### config.mk
export PLATFORM = sky130hd
export DESIGN_NAME = uart_shadow_data_port
export DESIGN_NICKNAME = d
export VERILOG_FILES = /design/src/hw/uart_shadow_pkg.sv /design/src/hw/char_fifo.sv /design/src/hw/uart_shadow_data_port.sv
export SDC_FILE = /design/constraint.sdc
export NUM_CORES = 1
export LEC_CHECK = 0
export BUFFER_PORTS_ARGS = -buffer_cell sky130_fd_sc_hd__buf_2
export CORE_AREA = 5 5 173 175
export DETAILED_ROUTE_END_ITERATION = 6
export DIE_AREA = 0 0 178 180
export PLACE_DENSITY = 0.78
export SLEW_MARGIN = 20
export SYNTH_ARGS = -nofsm -noshare
export SYNTH_HDL_FRONTEND = slang
export SYNTH_SLANG_ARGS = --single-unit
### constraint.sdc
create_clock -name ref_clk -period 4.35 [get_ports ref_clk]
set_clock_uncertainty 0.1 [all_clocks]
set_input_delay 0.87 -clock ref_clk [delete_from_list [all_inputs] [get_ports ref_clk]]
set_output_delay 0.87 -clock ref_clk [all_outputs]
set_load 0.005 [all_outputs]
### src/hw/uart_shadow_pkg.sv
// constants and types of the shadow data port
package uart_shadow_pkg;
  // ==========================================================
  // register map
  localparam logic [31:0] SHADOW_10_ADDR = 32'h50001158;
  localparam logic [31:0] SHADOW_11_ADDR = 32'h5000115C;
  localparam int SHADOW_10_INDEX = 10;
  localparam int SHADOW_COUNT = 16;
  localparam logic [31:0] SHADOW_BASE_ADDR = SHADOW_10_ADDR - 32'(SHADOW_10_INDEX * 4);
  localparam logic [31:0] SHADOW_END_ADDR = SHADOW_BASE_ADDR + 32'(SHADOW_COUNT * 4);
  localparam logic [31:0] LINE_STATUS_ADDR = 32'h50001200;
  localparam logic [31:0] FIFO_CONTROL_ADDR = 32'h50001204;
  localparam logic [31:0] MODE_CONTROL_ADDR = 32'h50001208;
  localparam logic [31:0] IRQ_STATUS_ADDR = 32'h5000120C;
  localparam logic [31:0] IRQ_MASK_ADDR = 32'h50001210;
  // ==========================================================
  // field positions
  localparam int LSR_DATA_READY_BIT = 0;
  localparam int LSR_OVERRUN_BIT = 1;
  localparam int LSR_THR_EMPTY_BIT = 5;
  localparam int FCR_FIFO_EN_BIT = 0;
  localparam int MODE_IR_BIT = 0;
  localparam int IRQ_RX_BIT = 0;
  localparam int IRQ_OVERRUN_BIT = 1;
  localparam int IRQ_TX_HOLDING_EMPTY_FLAG_BIT = 2;
  localparam int IRQ_BITS = 3;
  localparam int DATA_BITS = 8;
  // ==========================================================
  // reset values
  localparam logic [DATA_BITS-1:0] SHADOW_RESET = 8'h00;
  localparam logic FIFO_EN_RESET = 1'b0;
  localparam logic IR_MODE_RESET = 1'b0;
  localparam logic [IRQ_BITS-1:0] IRQ_MASK_RESET = 3'h0;
  // ==========================================================
  // timing
  localparam int CLOCK_HZ = 10_000_000;
  localparam int BIT_RATE_BPS = 115200;
  localparam int BIT_CYCLES = CLOCK_HZ / BIT_RATE_BPS;
  localparam int FIFO_DEPTH = 16;
  // ==========================================================
  // state machines
  typedef enum logic [3:0] {
    RX_IDLE = 4'h1,
    RX_START = 4'h2,
    RX_DATA = 4'h4,
    RX_STOP = 4'h8
  } rx_state_t;
  typedef enum logic [3:0] {
    TX_IDLE = 4'h1,
    TX_START = 4'h2,
    TX_DATA = 4'h4,
    TX_STOP = 4'h8
  } tx_state_t;
endpackage

### src/hw/char_fifo.sv
// synchronous character fifo with flush
`timescale 1ns/1ns
module char_fifo #(
  parameter int WIDTH = 8,
  parameter int DEPTH = 16
) (
  input wire logic ref_clk,
  input wire logic rst_n,
  input wire logic flush,
  input wire logic push,
  input wire logic [WIDTH-1:0] push_data,
  input wire logic pop,
  output logic [WIDTH-1:0] pop_data,
  output logic empty,
  output logic full,
  output logic [$clog2(DEPTH+1)-1:0] count
);
  localparam int PW = $clog2(DEPTH);
  localparam int CW = $clog2(DEPTH + 1);
  logic [WIDTH-1:0] mem [DEPTH];
  logic [PW-1:0] wr_ptr;
  logic [PW-1:0] rd_ptr;
  logic do_push;
  logic do_pop;

  assign empty = (count == '0);
  assign full = (count == CW'(DEPTH));
  assign do_push = push & ~full;
  assign do_pop = pop & ~empty;
  assign pop_data = mem[rd_ptr];

  always_ff @(posedge ref_clk)
  begin
    if (do_push)
    begin
      mem[wr_ptr] <= push_data;
    end
  end

  always_ff @(posedge ref_clk)
  begin
    if (!rst_n || flush)
    begin
      wr_ptr <= '0;
      rd_ptr <= '0;
      count <= '0;
    end
    else
    begin
      if (do_push)
      begin
        wr_ptr <= (wr_ptr == PW'(DEPTH - 1)) ? '0 : PW'(wr_ptr + 1'b1);
      end
      if (do_pop)
      begin
        rd_ptr <= (rd_ptr == PW'(DEPTH - 1)) ? '0 : PW'(rd_ptr + 1'b1);
      end
      count <= CW'(count + CW'(do_push) - CW'(do_pop));
    end
  end
endmodule

### src/hw/uart_shadow_data_port.sv
// shadow data port of a uart: avalon slave, fifos, serial and infrared lines
// ==========================================================
// Contract
// - sixteen aliased word locations all reach the same rx and tx data path
// - fifos off, shadow read returns last byte received on serial or infrared input
// - received data valid only while the data ready flag is set
// - fifos off, new character overwrites unread byte and flags overrun
// - fifos on, shadow read returns head of receive fifo
// - full receive fifo keeps contents, drops new character, flags overrun
// - written byte is sent on serial output, or active-low infrared output
// - fifos off, write clears empty flag; later writes overwrite held byte
// - fifos on, accepts fifo depth writes, default sixteen, before full
// - transmit data written while tx fifo full is discarded
`timescale 1ns/1ns
module uart_shadow_data_port #(
  parameter int CYCLES_PER_BIT = uart_shadow_pkg::BIT_CYCLES,
  parameter int DEPTH = uart_shadow_pkg::FIFO_DEPTH
) (
  input wire logic ref_clk,
  input wire logic rst_n,
  input wire logic [31:0] avs_address,
  input wire logic avs_read,
  input wire logic avs_write,
  input wire logic [31:0] avs_writedata,
  input wire logic [3:0] avs_byteenable,
  output logic [31:0] avs_readdata,
  output logic avs_waitrequest,
  input wire logic sin,
  output logic sout,
  input wire logic sir_in,
  output logic sir_out_n,
  output logic irq
);
  import uart_shadow_pkg::*;
  localparam int CNT_W = $clog2(CYCLES_PER_BIT + 1);
  localparam int CW = $clog2(DEPTH + 1);
  localparam int IR_PULSE = (CYCLES_PER_BIT * 3) / 16;

  // ==========================================================
  // bus slave
  logic acc_ack;
  logic rd_done;
  logic wr_done;
  logic hit_shadow;
  logic rd_shadow;
  logic rd_had_data;
  logic [31:0] read_mux;
  logic fifo_en;
  logic ir_mode;
  logic [IRQ_BITS-1:0] irq_status;
  logic [IRQ_BITS-1:0] irq_mask;
  logic overrun;
  logic data_ready;
  logic thr_empty;
  logic [DATA_BITS-1:0] rx_head;

  assign hit_shadow = (avs_address >= SHADOW_BASE_ADDR) && (avs_address < SHADOW_END_ADDR)
    && (avs_address[1:0] == 2'h0);
  assign avs_waitrequest = (avs_read | avs_write) & ~acc_ack;
  assign rd_done = avs_read & acc_ack;
  assign wr_done = avs_write & acc_ack;

  always_comb
  begin
    read_mux = 32'h0;
    if (hit_shadow)
    begin
      read_mux[DATA_BITS-1:0] = data_ready ? rx_head : SHADOW_RESET;
    end
    else if (avs_address == LINE_STATUS_ADDR)
    begin
      read_mux[LSR_DATA_READY_BIT] = data_ready;
      read_mux[LSR_OVERRUN_BIT] = overrun;
      read_mux[LSR_THR_EMPTY_BIT] = thr_empty;
    end
    else if (avs_address == FIFO_CONTROL_ADDR)
    begin
      read_mux[FCR_FIFO_EN_BIT] = fifo_en;
    end
    else if (avs_address == MODE_CONTROL_ADDR)
    begin
      read_mux[MODE_IR_BIT] = ir_mode;
    end
    else if (avs_address == IRQ_STATUS_ADDR)
    begin
      read_mux[IRQ_BITS-1:0] = irq_status;
    end
    else if (avs_address == IRQ_MASK_ADDR)
    begin
      read_mux[IRQ_BITS-1:0] = irq_mask;
    end
  end

  always_ff @(posedge ref_clk)
  begin
    if (!rst_n)
    begin
      acc_ack <= 1'b0;
      avs_readdata <= 32'h0;
      rd_shadow <= 1'b0;
      rd_had_data <= 1'b0;
    end
    else
    begin
      acc_ack <= (avs_read | avs_write) & ~acc_ack;
      if (avs_read && !acc_ack)
      begin
        avs_readdata <= read_mux;
        rd_shadow <= hit_shadow;
        rd_had_data <= hit_shadow & data_ready;
      end
    end
  end

  // ==========================================================
  // control registers
  logic fifo_en_q;
  logic flush;
  logic ctrl_byte;

  assign ctrl_byte = wr_done & avs_byteenable[0];
  assign flush = fifo_en != fifo_en_q;

  always_ff @(posedge ref_clk)
  begin
    if (!rst_n)
    begin
      fifo_en <= FIFO_EN_RESET;
      fifo_en_q <= FIFO_EN_RESET;
      ir_mode <= IR_MODE_RESET;
      irq_mask <= IRQ_MASK_RESET;
    end
    else
    begin
      fifo_en_q <= fifo_en;
      if (ctrl_byte && avs_address == FIFO_CONTROL_ADDR)
      begin
        fifo_en <= avs_writedata[FCR_FIFO_EN_BIT];
      end
      if (ctrl_byte && avs_address == MODE_CONTROL_ADDR)
      begin
        ir_mode <= avs_writedata[MODE_IR_BIT];
      end
      if (ctrl_byte && avs_address == IRQ_MASK_ADDR)
      begin
        irq_mask <= avs_writedata[IRQ_BITS-1:0];
      end
    end
  end

  // ==========================================================
  // line input synchronisers and infrared stretch
  logic [2:0] sin_sync;
  logic [2:0] sir_sync;
  logic sin_clean;
  logic sir_clean;
  logic [CNT_W-1:0] ir_stretch;
  logic rx_line;

  always_ff @(posedge ref_clk)
  begin
    if (!rst_n)
    begin
      sin_sync <= 3'h7;
      sir_sync <= 3'h0;
      sin_clean <= 1'b1;
      sir_clean <= 1'b0;
      ir_stretch <= '0;
    end
    else
    begin
      sin_sync <= {sin_sync[1:0], sin};
      sir_sync <= {sir_sync[1:0], sir_in};
      if (sin_sync[1] == sin_sync[2])
      begin
        sin_clean <= sin_sync[2];
      end
      if (sir_sync[1] == sir_sync[2])
      begin
        sir_clean <= sir_sync[2];
      end
      if (sir_clean)
      begin
        ir_stretch <= CNT_W'(CYCLES_PER_BIT);
      end
      else if (ir_stretch != '0)
      begin
        ir_stretch <= CNT_W'(ir_stretch - 1'b1);
      end
    end
  end

  assign rx_line = ir_mode ? (ir_stretch == '0) : sin_clean;

  // ==========================================================
  // receiver
  rx_state_t rx_state;
  logic [CNT_W-1:0] rx_cnt;
  logic [2:0] rx_bitn;
  logic [DATA_BITS-1:0] rx_shift;
  logic rx_done;

  always_ff @(posedge ref_clk)
  begin
    if (!rst_n)
    begin
      rx_state <= RX_IDLE;
      rx_cnt <= '0;
      rx_bitn <= 3'h0;
      rx_shift <= 8'h00;
      rx_done <= 1'b0;
    end
    else
    begin
      rx_done <= 1'b0;
      if (rx_cnt != '0)
      begin
        rx_cnt <= CNT_W'(rx_cnt - 1'b1);
      end
      case (rx_state)
        RX_IDLE:
        begin
          if (!rx_line)
          begin
            rx_state <= RX_START;
            rx_cnt <= CNT_W'(CYCLES_PER_BIT / 2);
          end
        end
        RX_START:
        begin
          if (rx_cnt == '0)
          begin
            rx_state <= rx_line ? RX_IDLE : RX_DATA;
            rx_cnt <= CNT_W'(CYCLES_PER_BIT - 1);
            rx_bitn <= 3'h0;
          end
        end
        RX_DATA:
        begin
          if (rx_cnt == '0)
          begin
            rx_shift <= {rx_line, rx_shift[DATA_BITS-1:1]};
            rx_cnt <= CNT_W'(CYCLES_PER_BIT - 1);
            rx_bitn <= 3'(rx_bitn + 1'b1);
            if (rx_bitn == 3'h7)
            begin
              rx_state <= RX_STOP;
            end
          end
        end
        RX_STOP:
        begin
          if (rx_cnt == '0)
          begin
            rx_done <= 1'b1;
            rx_state <= RX_IDLE;
          end
        end
        default:
        begin
          rx_state <= RX_IDLE;
        end
      endcase
    end
  end

  // ==========================================================
  // receive holding register and fifo
  logic [DATA_BITS-1:0] rx_hold;
  logic rx_hold_valid;
  logic rx_pop;
  logic rx_empty;
  logic rx_full;
  logic [CW-1:0] rx_count;
  logic [DATA_BITS-1:0] rx_fifo_head;
  logic overrun_event;
  logic rx_accept;

  assign rx_pop = rd_done & rd_shadow & rd_had_data;
  assign overrun_event = rx_done & (fifo_en ? rx_full : rx_hold_valid & ~rx_pop);
  assign rx_accept = rx_done & ~(fifo_en & rx_full);
  assign data_ready = fifo_en ? ~rx_empty : rx_hold_valid;
  assign rx_head = fifo_en ? rx_fifo_head : rx_hold;

  char_fifo #(.WIDTH(DATA_BITS), .DEPTH(DEPTH)) rx_fifo (
    .ref_clk(ref_clk),
    .rst_n(rst_n),
    .flush(flush),
    .push(rx_done & fifo_en),
    .push_data(rx_shift),
    .pop(rx_pop & fifo_en),
    .pop_data(rx_fifo_head),
    .empty(rx_empty),
    .full(rx_full),
    .count(rx_count)
  );

  always_ff @(posedge ref_clk)
  begin
    if (!rst_n || flush)
    begin
      rx_hold <= SHADOW_RESET;
      rx_hold_valid <= 1'b0;
    end
    else if (rx_done && !fifo_en)
    begin
      rx_hold <= rx_shift;
      rx_hold_valid <= 1'b1;
    end
    else if (rx_pop && !fifo_en)
    begin
      rx_hold_valid <= 1'b0;
    end
  end

  always_ff @(posedge ref_clk)
  begin
    if (!rst_n)
    begin
      overrun <= 1'b0;
    end
    else
    begin
      overrun <= (overrun & ~(rd_done & (avs_address == LINE_STATUS_ADDR)
        & avs_readdata[LSR_OVERRUN_BIT])) | overrun_event;
    end
  end

  // ==========================================================
  // transmit holding register and fifo
  logic [DATA_BITS-1:0] tx_hold;
  logic tx_hold_full;
  logic tx_write;
  logic tx_take;
  logic tx_empty;
  logic tx_full;
  logic [CW-1:0] tx_count;
  logic [DATA_BITS-1:0] tx_fifo_head;
  logic tx_avail;
  tx_state_t tx_state;

  assign tx_write = wr_done & hit_shadow & avs_byteenable[0];
  assign tx_avail = fifo_en ? ~tx_empty : tx_hold_full;
  assign tx_take = (tx_state == TX_IDLE) & tx_avail;
  assign thr_empty = fifo_en ? tx_empty : ~tx_hold_full;

  char_fifo #(.WIDTH(DATA_BITS), .DEPTH(DEPTH)) tx_fifo (
    .ref_clk(ref_clk),
    .rst_n(rst_n),
    .flush(flush),
    .push(tx_write & fifo_en),
    .push_data(avs_writedata[DATA_BITS-1:0]),
    .pop(tx_take & fifo_en),
    .pop_data(tx_fifo_head),
    .empty(tx_empty),
    .full(tx_full),
    .count(tx_count)
  );

  always_ff @(posedge ref_clk)
  begin
    if (!rst_n || flush)
    begin
      tx_hold <= SHADOW_RESET;
      tx_hold_full <= 1'b0;
    end
    else if (tx_write && !fifo_en)
    begin
      tx_hold <= avs_writedata[DATA_BITS-1:0];
      tx_hold_full <= 1'b1;
    end
    else if (tx_take && !fifo_en)
    begin
      tx_hold_full <= 1'b0;
    end
  end

  // ==========================================================
  // transmitter
  logic [CNT_W-1:0] tx_cnt;
  logic [2:0] tx_bitn;
  logic [DATA_BITS-1:0] tx_shift;
  logic tx_line;

  always_ff @(posedge ref_clk)
  begin
    if (!rst_n)
    begin
      tx_state <= TX_IDLE;
      tx_cnt <= '0;
      tx_bitn <= 3'h0;
      tx_shift <= 8'h00;
      tx_line <= 1'b1;
    end
    else
    begin
      if (tx_cnt != '0)
      begin
        tx_cnt <= CNT_W'(tx_cnt - 1'b1);
      end
      case (tx_state)
        TX_IDLE:
        begin
          tx_line <= 1'b1;
          if (tx_avail)
          begin
            tx_shift <= fifo_en ? tx_fifo_head : tx_hold;
            tx_line <= 1'b0;
            tx_cnt <= CNT_W'(CYCLES_PER_BIT - 1);
            tx_state <= TX_START;
          end
        end
        TX_START:
        begin
          if (tx_cnt == '0)
          begin
            tx_line <= tx_shift[0];
            tx_shift <= {1'b0, tx_shift[DATA_BITS-1:1]};
            tx_cnt <= CNT_W'(CYCLES_PER_BIT - 1);
            tx_bitn <= 3'h0;
            tx_state <= TX_DATA;
          end
        end
        TX_DATA:
        begin
          if (tx_cnt == '0)
          begin
            tx_cnt <= CNT_W'(CYCLES_PER_BIT - 1);
            tx_bitn <= 3'(tx_bitn + 1'b1);
            if (tx_bitn == 3'h7)
            begin
              tx_line <= 1'b1;
              tx_state <= TX_STOP;
            end
            else
            begin
              tx_line <= tx_shift[0];
              tx_shift <= {1'b0, tx_shift[DATA_BITS-1:1]};
            end
          end
        end
        TX_STOP:
        begin
          if (tx_cnt == '0)
          begin
            tx_state <= TX_IDLE;
          end
        end
        default:
        begin
          tx_state <= TX_IDLE;
        end
      endcase
    end
  end

  // infrared pulse in the first part of each zero bit
  assign sout = ir_mode | tx_line;
  always_ff @(posedge ref_clk)
  begin
    if (!rst_n)
    begin
      sir_out_n <= 1'b1;
    end
    else
    begin
      sir_out_n <= ~(ir_mode & (tx_state != TX_IDLE) & ~tx_line
        & (tx_cnt > CNT_W'(CYCLES_PER_BIT - 1 - IR_PULSE)));
    end
  end

  // ==========================================================
  // interrupts
  logic thr_empty_q;
  logic [IRQ_BITS-1:0] irq_events;

  assign irq_events = {thr_empty & ~thr_empty_q, overrun_event, rx_accept};
  assign irq = |(irq_status & irq_mask);

  always_ff @(posedge ref_clk)
  begin
    if (!rst_n)
    begin
      thr_empty_q <= 1'b1;
      irq_status <= '0;
    end
    else
    begin
      thr_empty_q <= thr_empty;
      irq_status <= (irq_status & ~((rd_done && avs_address == IRQ_STATUS_ADDR)
        ? avs_readdata[IRQ_BITS-1:0] : '0)) | irq_events;
    end
  end
endmodule

==> out/results.tsv, run 1 <==
metric	value	unit
Clock transition at path regs	60	ps
io pins	110	
clk root buf	clkbuf_16	
post-synthesis mux area share	11.2	%
Die Span Y	180	um
Worst slew margin	35.6	%
WL per Instance	20.3	um
initial core utilization	58.4	%
Design Power	0.00804	W
min-delay worst type	register to register	
Async SR Flop Fraction	0	%
area grow syn2layout	11.7	%
DR iter-0 viols	995	
Cell Count, Final, Fillers Out	1703	
largest cells by area after synthesis	edfxtp_1 (46%), dfxtp_1 (16%), mux4_2 (7.5%), mux2i_1 (3.5%), ha_1 (2.6%)	
critical path type	register to register	
EDFF count, synth	256	
Core Footprint	28300	um2
CTS tree	built	
Seq cells post-synth	392	
xor and xnor fraction of the mapped netlist area	1.43	%
global-route wire length before repair	54200	um
WP buf/inv	4	
Die W	178	um
CTS Hold Bufs	0	
number of clock buffers inserted by TritonCTS	40	
via/cell ratio	5.92	
DRC	0	
Simple-Gate Fraction of Synth Area	10.3	%
CP Cell Sequence	inv_1 > ha_1 > or4b_2 > and3_1 > ha_1 > inv_1 > ha_1 > inv_1 > fa_1 > inv_1 > a21oi_1 > nor2_1 > or3_1 > a21oi_1	
Post-synth top cells	edfxtp_1 (256), dfxtp_1 (136), nor2_1 (89)	
clock sinks	392	
fin. max-slew vios	0	
run status	completed	
Critical Path Sink Type	register	
DRT antenna net count	0	
worst reg2reg setup slack	1210	ps
I/O Buffers	58	
pre-CTS setup slack	701	ps
Final GP Congestion	0.835	
Post-Synth Adder-Cell Area	2.89	%
final hold vios	0	
static leakage	6.29	nW
max incr delay on CP	600	ps
WP data arrival	3490	ps
largest family of logic cells by synthesized area	multiplexers	
mapped cell area	16500	um2
share of cells above drive strength 1	17.3	%
nets	1399	
Ant. Diodes	0	
count of cell types in the netlist	69	
cell accounting for the most synthesized area	edfxtp_1	
period utilization	72.2	%
Cell Rows	62	
CP required	4700	ps
maximum clock rate	318	MHz
most frequent CP cell	inv_1	
count leader, synth	edfxtp_1	
Synth Flop Type	edfxtp_1	
GRT Total Usage	21.6	%
post-route setup TNS	0	ps
Setup Buffers After CTS	0	
CP top delay family	simple AND/OR/NAND/NOR gates	
initial antenna violation count	0	
CP Launch Type	register	
Seq/Total Area, Yosys	63.0	%
max-cap viol count	0	
CTS resizes	0	
clk_lat worst skew	530	ps
YS warnings	0	
aggregate global routing overflow	0	
setup ws final	1210	ps
drt pass-1 iters	5	
Synth Area in Compound Gates	7.67	%
Setup Viol. Count Final	0	
post-layout util	65.3	%
Power Dens Cells	435	nW/um2
total wire length	34500	um
RSZ-0062 raised after global routing	no	
Die ar.	32000	um2
Longest Clk Path Bufs	3	
Gate Count Post-Synth	1217	
H-tree depth	2	
final worst path period need	3140	ps
vias in the first global route	9929	
largest net degree at the start of global routing	80	
crit path max fanout	5	
DPL Wire Length	22300	um
Syn Area/Cell	13.6	um2
CP max stage cell	or4b_2	
placed cells	1630	
top-area cell type share of the netlist area	46.5	%
actual slew at the worst max-slew pin	964	ps
Vias	10100	
Max rail drop VDD	0.358	mV
-- path summary, 6_finish.rpt --
check	from	depth (start not counted)	endpoint
setup / recovery	rx_fifo.count[2]$_SDFF_PP0_	14	rx_fifo.count[4]$_SDFF_PP0_
setup reg to reg	rx_fifo.count[2]$_SDFF_PP0_	14	rx_fifo.count[4]$_SDFF_PP0_
hold / removal	sin_sync[0]$_SDFF_PN1_	1	sin_sync[1]$_SDFF_PN1_
hold reg to reg	sin_sync[0]$_SDFF_PN1_	1	sin_sync[1]$_SDFF_PN1_
-- sequential cells by signal, indices dropped and copies added, names as in the netlist, 3 cells and up, named ones only --
| name | flops |
|---|---|
| tx_fifo.count | 5 |
| rx_state | 4 |
| rx_bitn | 3 |
| rx_fifo.count | 5 |
| irq_mask | 3 |
| rx_shift | 8 |
| avs_readdata | 8 |
| rx_fifo.rd_ptr | 4 |
| tx_shift | 8 |
| rx_hold | 8 |
| sir_sync | 3 |
| tx_fifo.rd_ptr | 4 |
| rx_fifo.wr_ptr | 4 |
| sin_sync | 3 |
| tx_state | 4 |
| rx_cnt | 7 |
| rx_fifo.mem | 128 |
| irq_status | 3 |
| ir_stretch | 7 |
| tx_bitn | 3 |
| tx_fifo.wr_ptr | 4 |
| tx_hold | 8 |
| tx_cnt | 7 |
| tx_fifo.mem | 128 |
-- power breakdown --
part	switching (W)	internal, W
logic	0.000352	0.000273
registers	0.0000804	0.00403
clock network	0.00140	0.00191
-- cell families (layout without fill, tap and decap cells) --
kind of cell / Yosys count / after routing
flip-flops: 392 / 392
AND/OR/NAND/NOR: 327 / 327
AO/OA/AOI/OAI: 196 / 196
buffers and inverters: 121 / 200
multiplexers: 116 / 116
adder cells (fa/ha/maj): 37 / 37
XOR/XNOR: 27 / 27
other: 1 / 24
-- through the flow --
step	cell area (um2)	hold slack [ps]
6_report	18500	312
5_1_grt	18500	327
4_1_cts	18500	313
3_5_place_dp	17200	293
3_3_place_gp	17200	310
2_1_floorplan	16600	286
-- final cells by class --
class	instances	area [um2]
sequential	392	10400
timing repair buffer	88	515
clock inverter	15	96.3
inverter	39	146
multi-input combinational	727	5630
clock buffer	58	1190
fill	1999	9840
tap	384	480
-- per-layer routing --
layer | track usage (%) | up-vias | part of all wire, %
li1 | - | 4658 | -
met1 | 31.6 | 4987 | 43
met2 | 34.2 | 398 | 47
met3 | 3.99 | 45 | 8.3
met4 | 4.61 | 0 | 1.7
met5 | 0 | - | 0
-- cell usage in the layout (no fill, tap or decap), types with 11 or more instances in the layout --
| cell type | instances |
|---|---|
| a21boi_0 | 20 |
| a21oi_1 | 54 |
| buf_2 | 58 |
| buf_4 | 30 |
| clkbuf_16 | 41 |
| conb_1 | 24 |
| dfxtp_1 | 133 |
| edfxtp_1 | 256 |
| ha_1 | 35 |
| inv_1 | 40 |
| mux2i_1 | 58 |
| mux4_2 | 55 |
| nand2_1 | 88 |
| nand2b_1 | 11 |
| nand3_1 | 17 |
| nor2_1 | 89 |
| nor2b_1 | 26 |
| nor3_1 | 17 |
| o21ai_0 | 34 |
| xnor2_1 | 12 |
| xor2_1 | 15 |
Power figures use the tool's default switching activity.
==> run 2: changes to the inputs <==
- ABC_AREA: unset -> 1
- CORE_AREA: 5 5 173 175 -> 5 5 182 184
- DIE_AREA: 0 0 178 180 -> 0 0 187 189
- PLACE_DENSITY: 0.78 -> 0.76
- clock period: 4.35 -> 2.5 ns (I/O delays scaled with it)
==> run 2 against run 1 <==
Effect of this change: sequential share of layout area down 3.3 points; die area increased by 10%; combinational power increased to 3.0 times the previous value; sequential cell count unchanged; global-route usage up 0.24 points; via count increased by 28%; wire length increased by 14%; maximum frequency grew 27%; critical path type unchanged; highest routed layer unchanged.
==> out/results.tsv, run 2 <==
metric	value	unit
run status	completed	
DRT antenna net count	0	
largest registers	rx_fifo.mem x128, tx_fifo.mem x128	
largest cells by area after synthesis	edfxtp_1 (45%), dfxtp_1 (16%), nor2_1 (6.0%), o21ai_0 (5.1%), nand2_1 (4.3%)	
largest net degree at the start of global routing	66	
initial antenna violation count	0	
WHS Path Cells	2	
Critical Path Sink Type	register	
CP Launch Type	register	
CP top delay family	adder cells	
WP buf/inv	4	
Worst slew margin	46.1	%
clk_lat worst skew	530	ps
fin. max-slew vios	0	
Psw	0.00371	W
max incr delay on CP	340	ps
internal power	0.0110	W
Setup Viol. Count Final	0	
register area	10400	um2
Max rail drop VDD	0.715	mV
global-route wire length before repair	63700	um
via/cell ratio	5.69	
final hold slack	67.4	ps
Worst path depth	16	
count of cell types in the netlist	53	
clock sinks	392	
total wire length	39300	um
Ant. Diodes	0	
aggregate global routing overflow	0	
met1 Track Usage GR	28.8	%
crit path max fanout	2	
Seq/Total Area, Yosys	61.5	%
GR peak layer	met2	
Clock transition at path regs	60	ps
EDFF count, synth	256	
static leakage	7.50	nW
switching share of total power	25.2	%
Clk pwr share	38.1	%
Die Span Y	189	um
Die ar.	35300	um2
cell accounting for the most synthesized area	edfxtp_1	
critical path type	register to register	
R2R depth	16	
commonest non-fill, non-tap cells in the layout	nor2_1 (268), edfxtp_1 (256), nand2_1 (191)	
DR iter-0 viols	1174	
most frequent CP cell	inv_2	
clk root buf	clkbuf_16	
max-cap viol count	0	
Syn Area/Cell	10.0	um2
share of cells above drive strength 1	16.4	%
GRT Total Usage	21.8	%
Post-synth top cells	nor2_1 (272), edfxtp_1 (256), nand2_1 (193)	
Synth Flop Type	edfxtp_1	
maximum clock rate	406	MHz
Gate Count Post-Synth	1687	
final hold vios	0	
area grow syn2layout	16.0	%
actual slew at the worst max-slew pin	807	ps
final worst path period need	2470	ps
CP Cell Sequence	inv_2 > ha_4 > nand3_2 > o21ai_2 > nor2_2 > ha_1 > inv_1 > ha_2 > inv_2 > fa_2 > inv_2 > nand2_1 > a21oi_1 > nor2_1 > o21ai_1 > a21oi_1	
post-route setup TNS	0	ps
H-tree depth	2	
DPL Wire Length	25500	um
area of the multi-input gates	5690	um2
commonest non-fill, non-tap cell in the layout	nor2_1	
io pins	110	
top-area cell type share of the netlist area	45.4	%
Seq cells post-synth	392	
drt pass-1 iters	5	
I/O Buffers	58	
Final GP Congestion	0.924	
nets	1943	
Cell Rows	65	
CTS tree	built	
DRC	0	
Power Dens Cells	749	nW/um2
met3 global-route usage	3.72	%
count leader, synth	nor2_1	
min-delay worst type	primary input to register	
WL per Instance	17.3	um
Comb power frac	12.7	%
Core Footprint	31200	um2
CP required	2810	ps
CP max stage cell	fa_2	
met2 usage	37.3	%
mapped cell area	16900	um2
vias in the first global route	12600	
Filler Cells Inserted	2429	
number of clock buffers inserted by TritonCTS	39	
Die W	187	um
RSZ-0062 raised after global routing	yes	
Async SR Flop Fraction	0	%
Vias	12900	
initial core utilization	54.2	%
Longest Clk Path Bufs	3	
sequential power share	49.2	%
period utilization	98.6	%
YS warnings	0	
WP data arrival	2780	ps
## run 2: final cells by class
class | instances | area share (%)
multi-input cells | 1081 | 28.9
well taps | 402 | 2.56
repair buffers | 175 | 6.27
inverters | 143 | 2.91
clock inverters | 19 | 0.669
flip-flops and latches | 392 | 53.0
clock buffers | 53 | 5.60
## run 2: final timing paths
| kind | start | end | slack (ps) |
|---|---|---|---|
| min reg2reg | sir_sync[0]$_SDFF_PN0_ | sir_sync[1]$_SDFF_PN0_ | 310 |
| max reg2reg | rx_fifo.count[2]$_SDFF_PP0_ | rx_fifo.count[4]$_SDFF_PP0_ | 30 |
| max | rx_fifo.count[2]$_SDFF_PP0_ | rx_fifo.count[4]$_SDFF_PP0_ | 30 |
| min | sin | sin_sync[0]$_SDFF_PN1_ | 70 |
## run 2: layer usage
layer | wire length, um | part of all wire (%) | vias to the layer above
met5 | 0 | 0 | -
met4 | 923 | 2.4 | 0
met3 | 3150 | 8.0 | 80
met2 | 19200 | 49 | 574
met1 | 16000 | 41 | 6105
li1 | - | - | 6134
## run 2: logic make-up after synthesis
family	share of synthesized area, %
AOI/OAI and AO/OA	13.1
xor gates and xnor gates	0.724
adders and majority gates	2.82
buffers and inverters	5.94
DFF	61.5
muxes	0.118
other	0.0221
and+or+nand+nor	15.8
## run 2: timing repair
item / CTS / global route
gates resized for setup: 4 / 22
pin swaps: 1 / 15
hold buffers: 0 / 0
setup buffers: 1 / 5
cloned: 0 / 0
setup endpoints to repair: 2 / 4
## run 2: worst reg2reg max path: stages (launching register included)
cell	delay, ps
dfxtp_2	330
inv_2	70
ha_4	130
nand3_2	80
o21ai_2	180
nor2_2	60
ha_1	290
inv_1	60
ha_2	180
inv_2	40
fa_2	340
inv_2	50
nand2_1	40
a21oi_1	140
nor2_1	70
o21ai_1	130
a21oi_1	50
## run 2: power by group through the flow
| stage | logic [W] | registers, W | clock network, W |
|---|---|---|---|
| floorplan | 0.00137 | 0.00734 | 0 |
| global placement | 0.00173 | 0.00736 | 0 |
| detailed placement | 0.00183 | 0.00737 | 0 |
| CTS | 0.00186 | 0.00723 | 0.00567 |
| global route | 0.00212 | 0.00726 | 0.00598 |
| finish | 0.00187 | 0.00724 | 0.00560 |
## run 2: stage by stage
| step | worst slack [ps] | area (um2) | total power [W] | util [%] | std cells |
|---|---|---|---|---|---|
| 4_1_cts | -14.0 | 19600 | 0.0148 | 62.6 | 2260 |
| 6_report | 34.1 | 19600 | 0.0147 | 62.9 | 2265 |
| 3_5_place_dp | -381 | 18300 | 0.00920 | 58.6 | 2187 |
| 3_3_place_gp | -335 | 18300 | 0.00909 | 58.6 | 2187 |
| 2_1_floorplan | -61.3 | 17100 | 0.00870 | - | 1710 |
| 5_1_grt | -121 | 19600 | 0.0154 | 62.9 | 2265 |
